### config.mk
export PLATFORM = sky130hd
export DESIGN_NAME = irss_top
export DESIGN_NICKNAME = d
export VERILOG_FILES = /design/src/hdl/irss_pkg.sv /design/src/hdl/irss_arbiter.sv /design/src/hdl/irss_top.sv
export SDC_FILE = /design/constraint.sdc
export NUM_CORES = 1
export LEC_CHECK = 0
export BUFFER_PORTS_ARGS = -buffer_cell sky130_fd_sc_hd__buf_2
export CORE_MARGIN = 10
export CORE_UTILIZATION = 45
export DETAILED_ROUTE_END_ITERATION = 12
export GPL_ROUTABILITY_DRIVEN = 0
export PLACE_DENSITY = 0.66
export RECOVER_POWER = 25
export SYNTH_ARGS = -nofsm -noshare
export SYNTH_HDL_FRONTEND = slang
export SYNTH_SLANG_ARGS = --single-unit
### constraint.sdc
create_clock -name ref_clk_in -period 50 [get_ports ref_clk_in]
set_input_delay 15 -clock ref_clk_in [delete_from_list [all_inputs] [get_ports ref_clk_in]]
set_output_delay 15 -clock ref_clk_in [all_outputs]
set_load 0.05 [all_outputs]
### src/hdl/irss_pkg.sv
// Constants for the interrupt request, in-service and status block.
// Assumes word-indexed Avalon-MM access with 32-bit data.
package irss_pkg;

  localparam int ADDR_W = 7;
  localparam int DATA_W = 32;
  localparam int NSRC   = 11;
  localparam int PRIO_W = 3;
  localparam int NFLD_A = 8;

  // Register indices; byte address is four times the index
  localparam logic [6:0] IDX_FLOOR    = 7'h2A;
  localparam logic [6:0] IDX_IN_SERVICE_FLAGS_MASTER   = 7'h2C;
  localparam logic [6:0] IDX_PEND     = 7'h2E;
  localparam logic [6:0] IDX_TSTAT    = 7'h30;
  localparam logic [6:0] IDX_PRIO_A   = 7'h40;
  localparam logic [6:0] IDX_PRIO_B   = 7'h41;
  localparam logic [6:0] IDX_IRQ_STAT = 7'h42;
  localparam logic [6:0] IDX_IRQ_MASK = 7'h43;

  // Reset values
  localparam logic [2:0]  FLOOR_RST  = 3'h7;
  localparam logic [31:0] PRIO_A_RST = 32'h00FFFFFF;
  localparam logic [31:0] PRIO_B_RST = 32'h000001FF;
  localparam logic [3:0]  IRQ_MASK_RST = 4'h0;

  // Bit positions of the request, in-service and timer status layouts
  localparam int BIT_TMR   = 0;
  localparam int BIT_D0    = 2;
  localparam int BIT_D1    = 3;
  localparam int BIT_EXT0  = 4;
  localparam int BIT_STMR1 = 4;
  localparam int BIT_STMR2 = 5;
  localparam int BIT_SP1   = 9;
  localparam int BIT_SP0   = 10;
  localparam int BIT_HALT  = 15;

  localparam logic [15:0] MASTER_BITS = 16'h07FD;
  localparam logic [15:0] SLAVE_BITS  = 16'h003D;

  // Sticky event bits
  localparam int EV_NMI  = 0;
  localparam int EV_RETURN_FROM_INTERRUPT_INSTR = 1;
  localparam int EV_TAKE = 2;
  localparam int EV_EOI  = 3;
  localparam int NEV     = 4;

endpackage : irss_pkg

### src/hdl/irss_arbiter.sv
// Priority selection over the pending request vector.
// Assumes priorities are packed three bits per request bit position.
`timescale 1ns/1ns
`default_nettype none
module irss_arbiter (
  // Requests and priorities
  input  wire logic [10:0] pend_in,
  input  wire logic [32:0] prio_flat_in,
  input  wire logic [2:0]  floor_in,
  // Selection
  output logic             any_out,
  output logic [3:0]       best_out,
  output logic [2:0]       best_prio_out
);

  logic [2:0] p;

  // Lowest value wins; ties go to the lower bit position
  always_comb begin
    p             = 3'h0;
    any_out       = 1'b0;
    best_out      = 4'h0;
    best_prio_out = 3'h7;
    for (int i = irss_pkg::NSRC - 1; i >= 0; i--) begin
      p = prio_flat_in[i*irss_pkg::PRIO_W +: irss_pkg::PRIO_W];
      if (pend_in[i] && (p <= floor_in) &&
          (!any_out || (p <= best_prio_out))) begin
        any_out       = 1'b1;
        best_out      = 4'(i);
        best_prio_out = p;
      end
    end
  end

endmodule : irss_arbiter
`default_nettype wire

### src/hdl/irss_top.sv
// Request, in-service, timer status and priority floor registers.
// Assumes sources and the core drive one-cycle pulses on this clock.
`timescale 1ns/1ns
`default_nettype none
module irss_top (
  // Clock and reset
  input  wire logic        ref_clk_in,
  input  wire logic        rst_n_in,
  // Avalon-MM slave
  input  wire logic [6:0]  avs_address_in,
  input  wire logic        avs_read_in,
  input  wire logic        avs_write_in,
  input  wire logic [31:0] avs_writedata_in,
  input  wire logic [3:0]  avs_byteenable_in,
  output logic [31:0]      avs_readdata_out,
  output logic             avs_waitrequest_out,
  // Configuration
  input  wire logic        master_mode_in,
  // Interrupt sources
  input  wire logic [2:0]  timer_req_in,
  input  wire logic        dma0_or_line5_req_in,
  input  wire logic        dma1_or_line6_req_in,
  input  wire logic [4:0]  ext_line_req_in,
  input  wire logic        serial0_enable_in,
  input  wire logic [6:0]  serial0_sources_in,
  input  wire logic        serial1_enable_in,
  input  wire logic [6:0]  serial1_sources_in,
  // Core side
  input  wire logic        nmi_in,
  input  wire logic        return_from_interrupt_instr_in,
  input  wire logic        take_in,
  input  wire logic        end_of_interrupt_write_in,
  input  wire logic [3:0]  end_of_interrupt_bit_in,
  output logic             int_req_out,
  output logic [3:0]       int_src_out,
  // DMA gating
  input  wire logic [1:0]  dma_req_in,
  output logic [1:0]       dma_grant_out,
  output logic             dma_halt_flag_out,
  // Interrupt to software
  output logic             irq_out
);

  // Register state
  logic        ack_q;
  logic [31:0] rdata_q;
  logic        dma_halt_flag_q;
  logic [2:0]  per_timer_request_bits_q;
  logic [1:0]  dma_req_q;
  logic [4:0]  ext_req_q;
  logic [10:0] in_service_q;
  logic [2:0]  priority_floor_field_q;
  logic [31:0] prio_a_q;
  logic [31:0] prio_b_q;
  logic [3:0]  irq_stat_q;
  logic [3:0]  irq_mask_q;

  // Combinational
  logic        req;
  logic        wr_en;
  logic [31:0] wr_word;
  logic [31:0] rd_word;
  logic        serial0_request;
  logic        serial1_request;
  logic        timer_unit_request;
  logic [15:0] pend_master;
  logic [15:0] pend_slave;
  logic [15:0] pending_request_view;
  logic [15:0] in_service_view;
  logic [15:0] timer_status_view;
  logic [32:0] prio_flat;
  logic        arb_any;
  logic [3:0]  arb_best;
  logic [2:0]  arb_prio;
  logic        take_ok;
  logic [10:0] take_vec;
  logic [10:0] eoi_vec;
  logic [2:0]  tmr_clr;
  logic [2:0]  tmr_lowest;
  logic [1:0]  dma_clr;
  logic [4:0]  ext_clr;
  logic [3:0]  events;

  // Byte-lane merge for partial writes
  function automatic logic [31:0] irss_be_merge(
    input logic [31:0] old_v,
    input logic [31:0] new_v,
    input logic [3:0]  be
  );
    logic [31:0] res;
    res = old_v;
    for (int b = 0; b < 4; b++) begin
      if (be[b]) begin
        res[b*8 +: 8] = new_v[b*8 +: 8];
      end
    end
    return res;
  endfunction : irss_be_merge

  // Picks the layout for the selected mode, clearing unused bits
  function automatic logic [15:0] irss_by_mode(
    input logic        master,
    input logic [15:0] m_view,
    input logic [15:0] s_view
  );
    return master ? (m_view & irss_pkg::MASTER_BITS)
                  : (s_view & irss_pkg::SLAVE_BITS);
  endfunction : irss_by_mode

  // Bus handshake: one wait cycle per access
  assign req                 = avs_read_in | avs_write_in;
  assign avs_waitrequest_out = req & ~ack_q;
  assign wr_en               = avs_write_in & ack_q;

  always_ff @(posedge ref_clk_in) begin
    if (!rst_n_in) begin
      ack_q <= 1'b0;
    end else begin
      ack_q <= req & ~ack_q;
    end
  end

  // Source views and layouts
  assign serial0_request    = serial0_enable_in & (|serial0_sources_in);
  assign serial1_request    = serial1_enable_in & (|serial1_sources_in);
  assign timer_unit_request = |per_timer_request_bits_q;

  assign pend_master = {5'h00, serial0_request, serial1_request, ext_req_q,
                        dma_req_q[1], dma_req_q[0], 1'b0, timer_unit_request};
  assign pend_slave  = {10'h000, per_timer_request_bits_q[2],
                        per_timer_request_bits_q[1], dma_req_q[1],
                        dma_req_q[0], 1'b0, per_timer_request_bits_q[0]};

  assign pending_request_view = irss_by_mode(master_mode_in, pend_master,
                                             pend_slave);
  assign in_service_view = irss_by_mode(master_mode_in,
                                        {5'h00, in_service_q},
                                        {5'h00, in_service_q});
  assign timer_status_view = {dma_halt_flag_q, 12'h000,
                              per_timer_request_bits_q};

  // Arbitration under the floor
  assign prio_flat = {prio_b_q[8:0], prio_a_q[23:0]};

  irss_arbiter u_arbiter (
    .pend_in       (pending_request_view[10:0]),
    .prio_flat_in  (prio_flat),
    .floor_in      (priority_floor_field_q),
    .any_out       (arb_any),
    .best_out      (arb_best),
    .best_prio_out (arb_prio)
  );

  assign int_req_out = arb_any;
  assign int_src_out = arb_best;
  // A take without a permitted request is ignored
  assign take_ok     = take_in & arb_any;
  assign take_vec    = take_ok ? 11'(11'h001 << arb_best) : 11'h000;
  assign eoi_vec     = end_of_interrupt_write_in ?
                       11'(11'h001 << end_of_interrupt_bit_in) : 11'h000;

  // Acknowledge clears; timer unit take clears lowest pending timer
  assign tmr_lowest = per_timer_request_bits_q &
                      (~per_timer_request_bits_q + 3'h1);
  assign tmr_clr = master_mode_in ?
                   (take_vec[irss_pkg::BIT_TMR] ? tmr_lowest : 3'h0) :
                   {take_vec[irss_pkg::BIT_STMR2],
                    take_vec[irss_pkg::BIT_STMR1],
                    take_vec[irss_pkg::BIT_TMR]};
  assign dma_clr = {take_vec[irss_pkg::BIT_D1], take_vec[irss_pkg::BIT_D0]};
  assign ext_clr = master_mode_in ? take_vec[8:4] : 5'h00;

  // Pending latches; a new request wins over its acknowledge
  always_ff @(posedge ref_clk_in) begin
    if (!rst_n_in) begin
      per_timer_request_bits_q <= 3'h0;
    end else begin
      per_timer_request_bits_q <= (per_timer_request_bits_q & ~tmr_clr) |
                                  timer_req_in;
    end
  end

  always_ff @(posedge ref_clk_in) begin
    if (!rst_n_in) begin
      dma_req_q <= 2'h0;
    end else begin
      dma_req_q <= (dma_req_q & ~dma_clr) |
                   {dma1_or_line6_req_in, dma0_or_line5_req_in};
    end
  end

  // External lines exist only in the master layout
  always_ff @(posedge ref_clk_in) begin
    if (!rst_n_in) begin
      ext_req_q <= 5'h00;
    end else begin
      ext_req_q <= (ext_req_q & ~ext_clr) |
                   (master_mode_in ? ext_line_req_in : 5'h00);
    end
  end

  // In-service: take wins over end-of-interrupt on the same bit
  always_ff @(posedge ref_clk_in) begin
    if (!rst_n_in) begin
      in_service_q <= 11'h000;
    end else begin
      in_service_q <= (in_service_q & ~eoi_vec) | take_vec;
    end
  end

  // Halt flag: hardware set beats hardware clear beats software
  always_ff @(posedge ref_clk_in) begin
    if (!rst_n_in) begin
      dma_halt_flag_q <= 1'b0;
    end else if (nmi_in) begin
      dma_halt_flag_q <= 1'b1;
    end else if (return_from_interrupt_instr_in) begin
      dma_halt_flag_q <= 1'b0;
    end else if (wr_en && avs_address_in == irss_pkg::IDX_TSTAT &&
                 avs_byteenable_in[1]) begin
      dma_halt_flag_q <= avs_writedata_in[irss_pkg::BIT_HALT];
    end
  end

  assign dma_halt_flag_out = dma_halt_flag_q;
  assign dma_grant_out     = dma_halt_flag_q ? 2'h0 : dma_req_in;

  // Software-written registers
  always_ff @(posedge ref_clk_in) begin
    if (!rst_n_in) begin
      priority_floor_field_q <= irss_pkg::FLOOR_RST;
    end else if (wr_en && avs_address_in == irss_pkg::IDX_FLOOR &&
                 avs_byteenable_in[0]) begin
      // Reserved upper bits are dropped on write
      priority_floor_field_q <= avs_writedata_in[2:0];
    end
  end

  always_ff @(posedge ref_clk_in) begin
    if (!rst_n_in) begin
      prio_a_q <= irss_pkg::PRIO_A_RST;
      prio_b_q <= irss_pkg::PRIO_B_RST;
    end else if (wr_en && avs_address_in == irss_pkg::IDX_PRIO_A) begin
      prio_a_q <= irss_be_merge(prio_a_q, avs_writedata_in,
                                avs_byteenable_in) & irss_pkg::PRIO_A_RST;
    end else if (wr_en && avs_address_in == irss_pkg::IDX_PRIO_B) begin
      prio_b_q <= irss_be_merge(prio_b_q, avs_writedata_in,
                                avs_byteenable_in) & irss_pkg::PRIO_B_RST;
    end
  end

  // Sticky events, write one to clear; a new event wins
  assign events = {end_of_interrupt_write_in, take_ok,
                   return_from_interrupt_instr_in, nmi_in};
  assign wr_word = irss_be_merge(32'h00000000, avs_writedata_in,
                                 avs_byteenable_in);

  always_ff @(posedge ref_clk_in) begin
    if (!rst_n_in) begin
      irq_stat_q <= 4'h0;
    end else if (wr_en && avs_address_in == irss_pkg::IDX_IRQ_STAT) begin
      irq_stat_q <= (irq_stat_q & ~wr_word[3:0]) | events;
    end else begin
      irq_stat_q <= irq_stat_q | events;
    end
  end

  always_ff @(posedge ref_clk_in) begin
    if (!rst_n_in) begin
      irq_mask_q <= irss_pkg::IRQ_MASK_RST;
    end else if (wr_en && avs_address_in == irss_pkg::IDX_IRQ_MASK &&
                 avs_byteenable_in[0]) begin
      irq_mask_q <= avs_writedata_in[3:0];
    end
  end

  assign irq_out = |(irq_stat_q & irq_mask_q);

  // Read mux; unmapped indices read zero
  always_comb begin
    unique case (avs_address_in)
      irss_pkg::IDX_FLOOR:    rd_word = {29'h00000000, priority_floor_field_q};
      irss_pkg::IDX_IN_SERVICE_FLAGS_MASTER:   rd_word = {16'h0000, in_service_view};
      irss_pkg::IDX_PEND:     rd_word = {16'h0000, pending_request_view};
      irss_pkg::IDX_TSTAT:    rd_word = {16'h0000, timer_status_view};
      irss_pkg::IDX_PRIO_A:   rd_word = prio_a_q;
      irss_pkg::IDX_PRIO_B:   rd_word = prio_b_q;
      irss_pkg::IDX_IRQ_STAT: rd_word = {28'h0000000, irq_stat_q};
      irss_pkg::IDX_IRQ_MASK: rd_word = {28'h0000000, irq_mask_q};
      default:                rd_word = 32'h00000000;
    endcase
  end

  // Captured in the wait cycle, held through the answering cycle
  always_ff @(posedge ref_clk_in) begin
    if (!rst_n_in) begin
      rdata_q <= 32'h00000000;
    end else if (avs_read_in && !ack_q) begin
      rdata_q <= rd_word;
    end
  end

  assign avs_readdata_out = rdata_q;
endmodule : irss_top
`default_nettype wire

==> results of run 1 <==
[worst max path at each step]
| stage | cells past startpoint | end | slack [ps] | from |
|---|---|---|---|---|
| floorplan | 72 | int_src_out[2] | 8020 | serial0_sources_in[2] |
| global placement | 73 | int_src_out[0] | 5580 | master_mode_in |
| detailed placement | 73 | int_src_out[0] | 5480 | master_mode_in |
| CTS | 73 | int_src_out[0] | 5350 | master_mode_in |
| global route | 73 | int_src_out[0] | 4020 | master_mode_in |
| finish | 73 | int_src_out[0] | 5210 | master_mode_in |
[cells by family after synthesis]
kind of cell             after synthesis  synth area share [%]
adder cells (fa/ha/maj)               57                  11.3
other                                  1                0.0596
AO/OA/AOI/OAI                        217                  25.3
AND/OR/NAND/NOR                      322                  25.9
buffers and inverters                 73                  5.25
multiplexers                          17                  3.50
flip-flops                            90                  28.6
[cell usage after synthesis (4+ instances only)]
library cell / n
nand2_1: 123
dfxtp_1: 90
ha_1: 57
nand3_1: 53
o21ai_0: 45
nor2_1: 34
nor2b_1: 33
inv_1: 31
a21oi_1: 27
clkbuf_1: 27
a21boi_0: 20
and2_1: 19
o211ai_1: 15
mux2i_1: 10
a32oi_1: 9
buf_4: 9
nor3_1: 9
and3_1: 8
o21a_1: 8
o31ai_1: 8
a31oi_1: 7
nand2b_1: 6
nand4_1: 6
o21ai_1: 6
a21o_1: 5
a22o_1: 5
a22oi_1: 5
or3_1: 5
a211o_1: 4
a211oi_2: 4
a221oi_1: 4
and4_1: 4
nor4_2: 4
[where the power goes]
part / switching, W / internal, W / total (W) / leakage (nW)
logic: 0.0000262 / 0.0000141 / 0.0000403 / 2.14
registers: 0.00000180 / 0.0000733 / 0.0000751 / 0.732
clock network: 0.0000308 / 0.0000346 / 0.0000653 / 0.131
[flip-flops by register name, summed over array words and instances, names as in the netlist]
name and cells:
avs_readdata_out 24, prio_a_q 24, in_service_q 10, prio_b_q 9, ext_req_q 5, irq_mask_q 4, irq_stat_q 4, per_timer_request_bits_q 3
priority_floor_field_q 3, dma_req_q 2, ack_q 1, dma_halt_flag_out 1
[final cells by class]
type / count / area (um2)
fillers: 1381 / 6590
multi-input cells: 621 / 4200
flip-flops and latches: 90 / 1800
repair buffers: 114 / 551
clock buffers: 9 / 225
well taps: 180 / 225
inverters: 33 / 124
clock inverters: 7 / 60.1
[cells in the final DEF (no fill, tap or decap), drive strengths merged, types with 12 or more instances in the layout]
cell,count
inv,37
buf,88
ha,57
nor2b,33
o211ai,18
nor3,12
and2,19
a21oi,30
o21ai,52
nand3,53
dfxtp,90
nor2,35
a21boi,22
clkbuf,35
nand2,123
[tightest hold or removal path, cell delays in order (launching register included)]
cell      delay, ps
dfxtp_1         310
o41ai_1          50
a21boi_1         60
[per-stage QoR]
step / hold WS (ps) / cell area, um2 / power [W]
after CTS: 468 / 7220 / 0.000182
after global routing: 491 / 7180 / 0.000188
after floorplan: 436 / 6320 / 0.000106
after global placement: 451 / 6930 / 0.000116
final: 468 / 7180 / 0.000181
after detailed placement: 457 / 6930 / 0.000116
[metal layers]
metal,global-route usage (%),up-vias,routed length [um]
met5,0,-,0
met4,6.22,0,457
met3,5.10,28,1620
met2,30.2,223,8790
met1,26.1,2835,8840
li1,-,3025,-
==> results by group, run 1 <==
Placed design
  – Dpl ws: 5480 ps
  – Post-Place Cells: 1038
  – PortBufs: 108
  – Detailed Place HPWL: 15400 um

Synthesis
  – Synth async-reset ratio: 0%
  – Sequential area share after synthesis: 28.6%
  – Warnings, synthesis: 0
  – Synth Area per Inst: 8.10 um2
  – Synth area leaders: dfxtp_1 (29%), ha_1 (11%), nand2_1 (7.3%), nand3_1 (4.2%), o21ai_0 (3.6%)
  – Number of enable flip-flop cells after synthesis: 0
  – Most used DFF post-synth: dfxtp_1
  – Top-area cell type share of the netlist area: 28.6%
  – Post-synth cell types: 78
  – Mapped Cells: 777
  – Mapped Area: 6300 um2
  – FF+latch count, synth: 90
  – Yosys top cell by area: dfxtp_1

Global routing
  – Largest net degree at the start of global routing: 94
  – Grt ovf: 0
  – Total track usage: 19.6%
  – Antenna violations before repair: 0
  – Vias in the first global route: 5729
  – Global-route wire length before repair: 31200 um

Clock network
  – Max clock buf depth: 2
  – Post-cts sizing count: 0
  – CTS Hold Buffers Added: 0
  – Clk pin slew, worst setup/hold paths: 70 ps
  – Clk sink count: 90
  – Clk_lat worst skew: 340 ps
  – Number of CTS-inserted buffers: 9
  – Root Driver: clkbuf_16
  – H-tree levels: 3
  – CTS tree: yes
  – Setup Buffers After CTS: 0

Power and ir drop
  – Worst vdd ir: 0.0196 mV
  – Leakage: 3.01 nW
  – Power Density: 25.2 nW/um2

Timing
  – Final Setup Violations: 0
  – Slew @ Worst Pin: 3570 ps
  – Rel. slew slack: -138%
  – Tcrit/Tclk final: 89.6%
  – Slew Viols, Final: 94
  – Minimum clock period: 44790 ps
  – Final Hold Viols: 0
  – Final TNS setup: 0 ps
  – Clock Skews: 7.77 ps
  – Final Worst Setup Slack: 5210 ps
  – RSZ-0062 raised after global routing: false
  – FMAX: 22.3 MHz

Worst setup path
  – Crit-path max cell delay: 760 ps
  – Cells on worst reg2reg path: 73
  – CP Capture Type: output pin
  – Crit Path Class: primary input to output pin
  – Worst EP arrival: 29790 ps
  – CP Max Fanout: 23
  – Reg2reg end: per_timer_request_bits_q[2]$_SDFF_PN0_
  – R2R Setup Slk: 34040 ps
  – Required @ worst endpoint: 35000 ps
  – Startpoint class of the critical path: primary input
  – Crit path top cell by count: o21ai_0
  – Slowest CP cell: a31oi_1
  – R2r startpoint: priority_floor_field_q[2]$_SDFFE_PN1P_
  – Top Family by Delay on Critical Path: compound AO/OA/AOI/OAI gates
  – Crit path buf inv count: 4

Route
  – Detailed router's first-iteration violation count: 410
  – Drt wl/cell: 18.7 um
  – Pre-antenna DRT Iters: 5
  – Vias per inst: 5.80
  – WL final: 19700 um
  – Routed vias: 6111
  – Number of remaining DRC errors: 0
  – Antenna Violating Nets Remaining: 0

Floorplanning
  – Die footprint: 19100 um2
  – Top Ports: 126
  – Starting Density: 45.7%
  – Die H: 138 um
  – Total core area: 13800 um2
  – Rows: 43
  – Die width: 138 um

Status
  – Status: finished with violations
  – Failing checks: max-capacitance violations, max-slew violations

Layout
  – Area growth, synth to finish: 14.1%
  – N_diodes: 0
  – Share of post-route cells with drive strength above 1: 17.5%
  – Final nets: 1010
  – Final std cells w/o fill: 1054
  – Layout Utilization: 52.1%

Min path
  – WHS Path Cells: 2
  – Hold Crit Class: flop to flop
  – HP Start: ext_req_q[0]$_SDFF_PN0_
  – Hold Path End: ext_req_q[0]$_SDFF_PN0_

Job
  – Max Cap Violations: 1
No activity file was read; power rests on OpenSTA's default activity.
==> run 2: changes to the inputs <==
--- a/config.mk
+++ b/config.mk
@@ -10,6 +10,7 @@
 export CORE_UTILIZATION = 45
 export DETAILED_ROUTE_END_ITERATION = 12
 export GPL_ROUTABILITY_DRIVEN = 0
+export GPL_TIMING_DRIVEN = 0
 export PLACE_DENSITY = 0.66
 export RECOVER_POWER = 25
 export SYNTH_ARGS = -nofsm -noshare
==> run 2 against run 1 <==
  * The run now ends clean
  * Combinational power increased by 5.5%
  * Maximum frequency increased by 1.5%
  * Sequential share of layout area shrank 0.56 points
  * Sequential power hardly changed
  * Clock skew about the same
  * Final area grew 2.3%
  * Die area stayed put
  * Global-route usage rose by 0.98 points
  * Register-to-register slack improved by 170 ps
  * Critical path type unchanged
  * Total power grew 2.6%
  * Routed wire length rose by 5.4%
  * Setup slack gained 640 ps
==> results by group, run 2 (synthesis gave the netlist of run 1 again) <==
Status
  – Status: finished clean

Worst setup path
  – Crit-path max cell delay: 500 ps
  – CP Capture Type: output pin
  – Worst EP arrival: 29150 ps
  – Crit path top cell by count: o21ai_0
  – Cells on worst reg2reg path: 74
  – Worst Setup EP: int_src_out[0]
  – R2r startpoint: priority_floor_field_q[0]$_SDFFE_PN1P_
  – CP Max Fanout: 10
  – Slowest CP cell: nor2_1
  – R2R Setup Slk: 34210 ps
  – Crit Path Class: primary input to output pin
  – Required @ worst endpoint: 35000 ps
  – Reg2reg end: per_timer_request_bits_q[2]$_SDFF_PN0_
  – Startpoint class of the critical path: primary input
  – CP startpoint: serial0_sources_in[2]

Layout
  – Fillers: 1416
  – Multi-input logic area: 4200 um2
  – Final std cells w/o fill: 1086
  – Reg area: 1800 um2
  – Layout Utilization: 53.3%
  – Area growth, synth to finish: 16.7%
  – Share of post-route cells with drive strength above 1: 17.2%
  – Post-Layout Inst Area: 7350 um2
  – N_diodes: 0
  – Final nets: 1042
  – Commonest cells after routing, fill and taps aside: nand2_1 (123), dfxtp_1 (90), buf_2 (80)
  – Most common cell after layout, fill and taps aside: nand2_1

Timing
  – Tcrit/Tclk final: 88.3%
  – Final Hold Viols: 0
  – Final TNS setup: 0 ps
  – Hold_ws: 463 ps
  – Final Setup Violations: 0
  – Minimum clock period: 44150 ps
  – Slew @ Worst Pin: 1150 ps
  – Clock Skews: 8.18 ps
  – Rel. slew slack: 23.0%
  – Slew Viols, Final: 0
  – RSZ-0062 raised after global routing: false
  – FMAX: 22.6 MHz

Min path
  – WHS Path Cells: 2
  – Hold Crit Class: flop to flop

Power and ir drop
  – Worst vdd ir: 0.0183 mV
  – Power Density: 25.2 nW/um2
  – Leakage: 3.07 nW

Global routing
  – M2 GR Usage: 32.6%
  – Total track usage: 20.6%
  – Antenna violations before repair: 0
  – GRT met3 Usage: 4.14%
  – Gr busiest metal: met2
  – Global-route wire length before repair: 32300 um
  – Vias in the first global route: 5908
  – Met1 usage: 28.0%
  – Largest net degree at the start of global routing: 16
  – Grt ovf: 0

Clock network
  – Max clock buf depth: 2
  – Root Driver: clkbuf_16
  – Number of CTS-inserted buffers: 9
  – Clk_lat worst skew: 340 ps
  – Post-cts sizing count: 0
  – CTS Hold Buffers Added: 0
  – Clk sink count: 90
  – CTS tree: yes
  – H-tree levels: 3
  – Clk pin slew, worst setup/hold paths: 70 ps
  – Setup Buffers After CTS: 0

Route
  – Vias per inst: 5.75
  – Pre-antenna DRT Iters: 5
  – Number of remaining DRC errors: 0
  – WL final: 20800 um
  – Drt wl/cell: 19.1 um
  – Antenna Violating Nets Remaining: 0
  – Routed vias: 6248
  – Detailed router's first-iteration violation count: 484

Job
  – Max Cap Violations: 0

Placed design
  – Detailed Place HPWL: 16700 um
  – Post-Place Cells: 1070
  – PortBufs: 106
  – Placed Area: 7080 um2

Floorplanning
  – Die H: 138 um
  – Rows: 43
  – Die width: 138 um
  – Die footprint: 19100 um2
  – Total core area: 13800 um2
  – Top Ports: 126
  – Starting Density: 45.7%
==> run 2: cell count changes in the layout (fill, tap and decap cells not counted), moves of 2 or more <==
cell,delta
buf_2,-3
buf_4,+4
buf_6,+3
clkbuf_1,+28
inv_6,-2
==> run 2: worst min path at each step <==
| stage | slack (ps) | endpoint | start |
|---|---|---|---|
| final | 460 | avs_readdata_out[12]$_SDFFE_PN0P_ | avs_readdata_out[12]$_SDFFE_PN0P_ |
| after global routing | 490 | avs_readdata_out[16]$_SDFFE_PN0P_ | avs_readdata_out[16]$_SDFFE_PN0P_ |
| after CTS | 460 | avs_readdata_out[12]$_SDFFE_PN0P_ | avs_readdata_out[12]$_SDFFE_PN0P_ |
| after detailed placement | 450 | avs_readdata_out[12]$_SDFFE_PN0P_ | avs_readdata_out[12]$_SDFFE_PN0P_ |
| after global placement | 450 | avs_readdata_out[13]$_SDFFE_PN0P_ | avs_readdata_out[13]$_SDFFE_PN0P_ |
| after floorplan | 440 | prio_a_q[3]$_SDFFE_PN1P_ | prio_a_q[3]$_SDFFE_PN1P_ |
==> run 2: critical path: cells and delay by family <==
| family | cells | cell delay, ps |
|---|---|---|
| AO/OA/AOI/OAI | 37 | 6830 |
| AND/OR/NAND/NOR | 22 | 3430 |
| adder cells (fa/ha/maj) | 9 | 2400 |
| buffers and inverters | 6 | 1140 |
| multiplexers | 1 | 330 |
==> run 2: final cells by class <==
type	instances	share of cell area [%]
tap	180	3.07
clock inverter	6	0.903
timing repair buffer	106	6.78
clock buffer	10	3.12
sequential	90	24.5
inverter	33	1.69
multi-input combinational	621	57.1
buffer	40	2.81
==> run 2: power by group <==
| part | internal [W] | switching (W) |
|---|---|---|
| logic | 0.0000152 | 0.0000273 |
| clock network | 0.0000388 | 0.0000289 |
| registers | 0.0000734 | 0.00000189 |
| total | 0.000127 | 0.0000581 |
==> run 2: stage by stage <==
stage	worst slack [ps]	total power, W
after global routing	4730	0.000192
after floorplan	8020	0.000106
after detailed placement	6130	0.000119
after global placement	6240	0.000119
final	5850	0.000185
after CTS	6050	0.000186
==> run 2: layer usage <==
layer	routed length [um]	vias to the layer above
met5	0	-
met4	265	0
met3	1640	16
met2	9470	243
met1	9380	2901
li1	-	3088
==> run 3: changes to the inputs <==
--- a/config.mk
+++ b/config.mk
@@ -13,6 +13,7 @@
 export GPL_TIMING_DRIVEN = 0
 export PLACE_DENSITY = 0.66
 export RECOVER_POWER = 25
+export REMOVE_ABC_BUFFERS = 1
 export SYNTH_ARGS = -nofsm -noshare
 export SYNTH_HDL_FRONTEND = slang
 export SYNTH_SLANG_ARGS = --single-unit
==> run 3 against run 2 <==
  * The flow now finishes with violations (max-capacitance violations, max-slew violations)
  * Sequential cell count stayed put
  * Clock power is 0.6% higher
  * Critical path type unchanged
  * Die area stayed put
  * Global-route usage is 0.50 points lower
  * Largest cell class unchanged
==> results by group, run 3 (synthesis gave the netlist of run 1 again) <==
Status
  – Status: finished with violations
  – Failing checks: max-capacitance violations, max-slew violations

Worst setup path
  – R2R Setup Slk: 33970 ps
  – Top Family by Delay on Critical Path: compound AO/OA/AOI/OAI gates
  – CP Max Fanout: 23
  – Required @ worst endpoint: 35000 ps
  – Crit path buf inv count: 4
  – CP Capture Type: output pin
  – Startpoint class of the critical path: primary input
  – Crit Path Class: primary input to output pin
  – Worst EP arrival: 29870 ps
  – Slowest CP cell: a31oi_1
  – Crit path top cell by count: o21ai_0
  – Crit-path max cell delay: 720 ps

Layout
  – Post-Layout Inst Area: 7170 um2
  – Multi-input logic area: 4210 um2
  – N_diodes: 0
  – Most common cell after layout, fill and taps aside: nand2_1
  – Fillers: 1410
  – Reg area: 1800 um2
  – Share of post-route cells with drive strength above 1: 17.0%
  – Area growth, synth to finish: 13.9%
  – Final nets: 1006
  – Commonest cells after routing, fill and taps aside: nand2_1 (123), dfxtp_1 (90), buf_2 (82)

Floorplanning
  – Rows: 43
  – Die footprint: 19100 um2
  – Top Ports: 126
  – Total core area: 13800 um2
  – Die H: 138 um
  – Die width: 138 um
  – Starting Density: 45.7%

Timing
  – Rel. slew slack: -136%
  – Hold_ws: 465 ps
  – Minimum clock period: 44870 ps
  – Clock Skews: 9.29 ps
  – Slew Viols, Final: 94
  – Tcrit/Tclk final: 89.7%
  – Final Setup Violations: 0
  – Slew @ Worst Pin: 3540 ps
  – Final TNS setup: 0 ps
  – RSZ-0062 raised after global routing: false
  – Final Worst Setup Slack: 5130 ps
  – Final Hold Viols: 0
  – FMAX: 22.3 MHz

Global routing
  – Largest net degree at the start of global routing: 94
  – Antenna violations before repair: 0
  – Total track usage: 20.1%
  – Global-route wire length before repair: 32000 um
  – Vias in the first global route: 6162
  – Grt ovf: 0

Route
  – Vias per inst: 5.86
  – Routed vias: 6153
  – WL final: 19700 um
  – Antenna Violating Nets Remaining: 0
  – Drt wl/cell: 18.7 um
  – Number of remaining DRC errors: 0
  – Pre-antenna DRT Iters: 5
  – Detailed router's first-iteration violation count: 469

Clock network
  – CTS Hold Buffers Added: 0
  – Root Driver: clkbuf_16
  – Clk_lat worst skew: 350 ps
  – Post-cts sizing count: 0
  – Clk pin slew, worst setup/hold paths: 60 ps
  – CTS tree: yes
  – Max clock buf depth: 2
  – H-tree levels: 3
  – Clk sink count: 90
  – Setup Buffers After CTS: 0
  – Number of CTS-inserted buffers: 9

Power and ir drop
  – Leakage: 2.99 nW
  – Comb pwr share: 21.9%
  – Int Pwr: 0.000126 W
  – Sw power: 0.0000571 W
  – Worst vdd ir: 0.0260 mV
  – Final Power: 0.000183 W
  – Power Density: 25.6 nW/um2
  – Seq pwr share: 41.0%
  – Clk network pwr share: 37.1%
  – Switch share: 31.1%

Placed design
  – Detailed Place HPWL: 15400 um
  – PortBufs: 108
  – Placed Area: 6920 um2
  – Dpl ws: 5410 ps

Min path
  – Hold Crit Class: flop to flop

Job
  – Max Cap Violations: 1
## run 3: cell count changes in the layout (fill, tap and decap cells not counted)
cell | before | now
buf_1 | 1 | 0
nor3_1 | 9 | 8
buf_4 | 9 | 1
o31ai_2 | 1 | 2
nor3_2 | 2 | 3
buf_2 | 80 | 82
buf_6 | 3 | 1
o31ai_1 | 8 | 7
clkbuf_1 | 54 | 29
clkinvlp_4 | 3 | 1
## run 3: layout make-up
type,count,area share [%]
Clock buffer,12,3.30
Timing Repair Buffer,110,7.34
Clock inverter,4,0.715
Tap cell,180,3.14
Multi-Input combinational cell,621,58.7
Sequential cell,90,25.1
Inverter,33,1.73
## run 3: worst min-delay path, delay by kind of cell, from the launching register on
family	cells	cell delay [ps]
flops	1	310
compound gates	1	60
simple gates	1	50
## run 3: path summary, 6_finish.rpt
check	depth (start not counted)	startpoint	end
hold / removal	2	avs_readdata_out[21]$_SDFFE_PN0P_	avs_readdata_out[21]$_SDFFE_PN0P_
setup reg to reg	72	priority_floor_field_q[0]$_SDFFE_PN1P_	ext_req_q[4]$_SDFF_PN0_
hold reg to reg	2	avs_readdata_out[21]$_SDFFE_PN0P_	avs_readdata_out[21]$_SDFFE_PN0P_
setup / recovery	73	master_mode_in	int_src_out[0]
## run 3: power groups by stage
stage | Clock, W | Sequential [W] | Combinational (W)
finish | 0.0000681 | 0.0000752 | 0.0000402
global route | 0.0000722 | 0.0000754 | 0.0000439
CTS | 0.0000692 | 0.0000752 | 0.0000398
detailed placement | 0 | 0.0000768 | 0.0000396
global placement | 0 | 0.0000768 | 0.0000392
floorplan | 0 | 0.0000762 | 0.0000269
## run 3: metal layers
layer | vias to the layer above | track usage [%] | share of wire (%)
met2 | 200 | 33.0 | 47
li1 | 3014 | - | -
met5 | - | 0 | 0
met4 | 0 | 7.60 | 3.2
met3 | 41 | 4.25 | 6.1
met1 | 2898 | 25.2 | 44
## run 3: per-stage QoR
step	cells	util, %
6_report	1050	52.1
2_1_floorplan	744	-
5_1_grt	1050	52.1
3_5_place_dp	1034	50.2
3_3_place_gp	1032	50.0
4_1_cts	1050	52.3
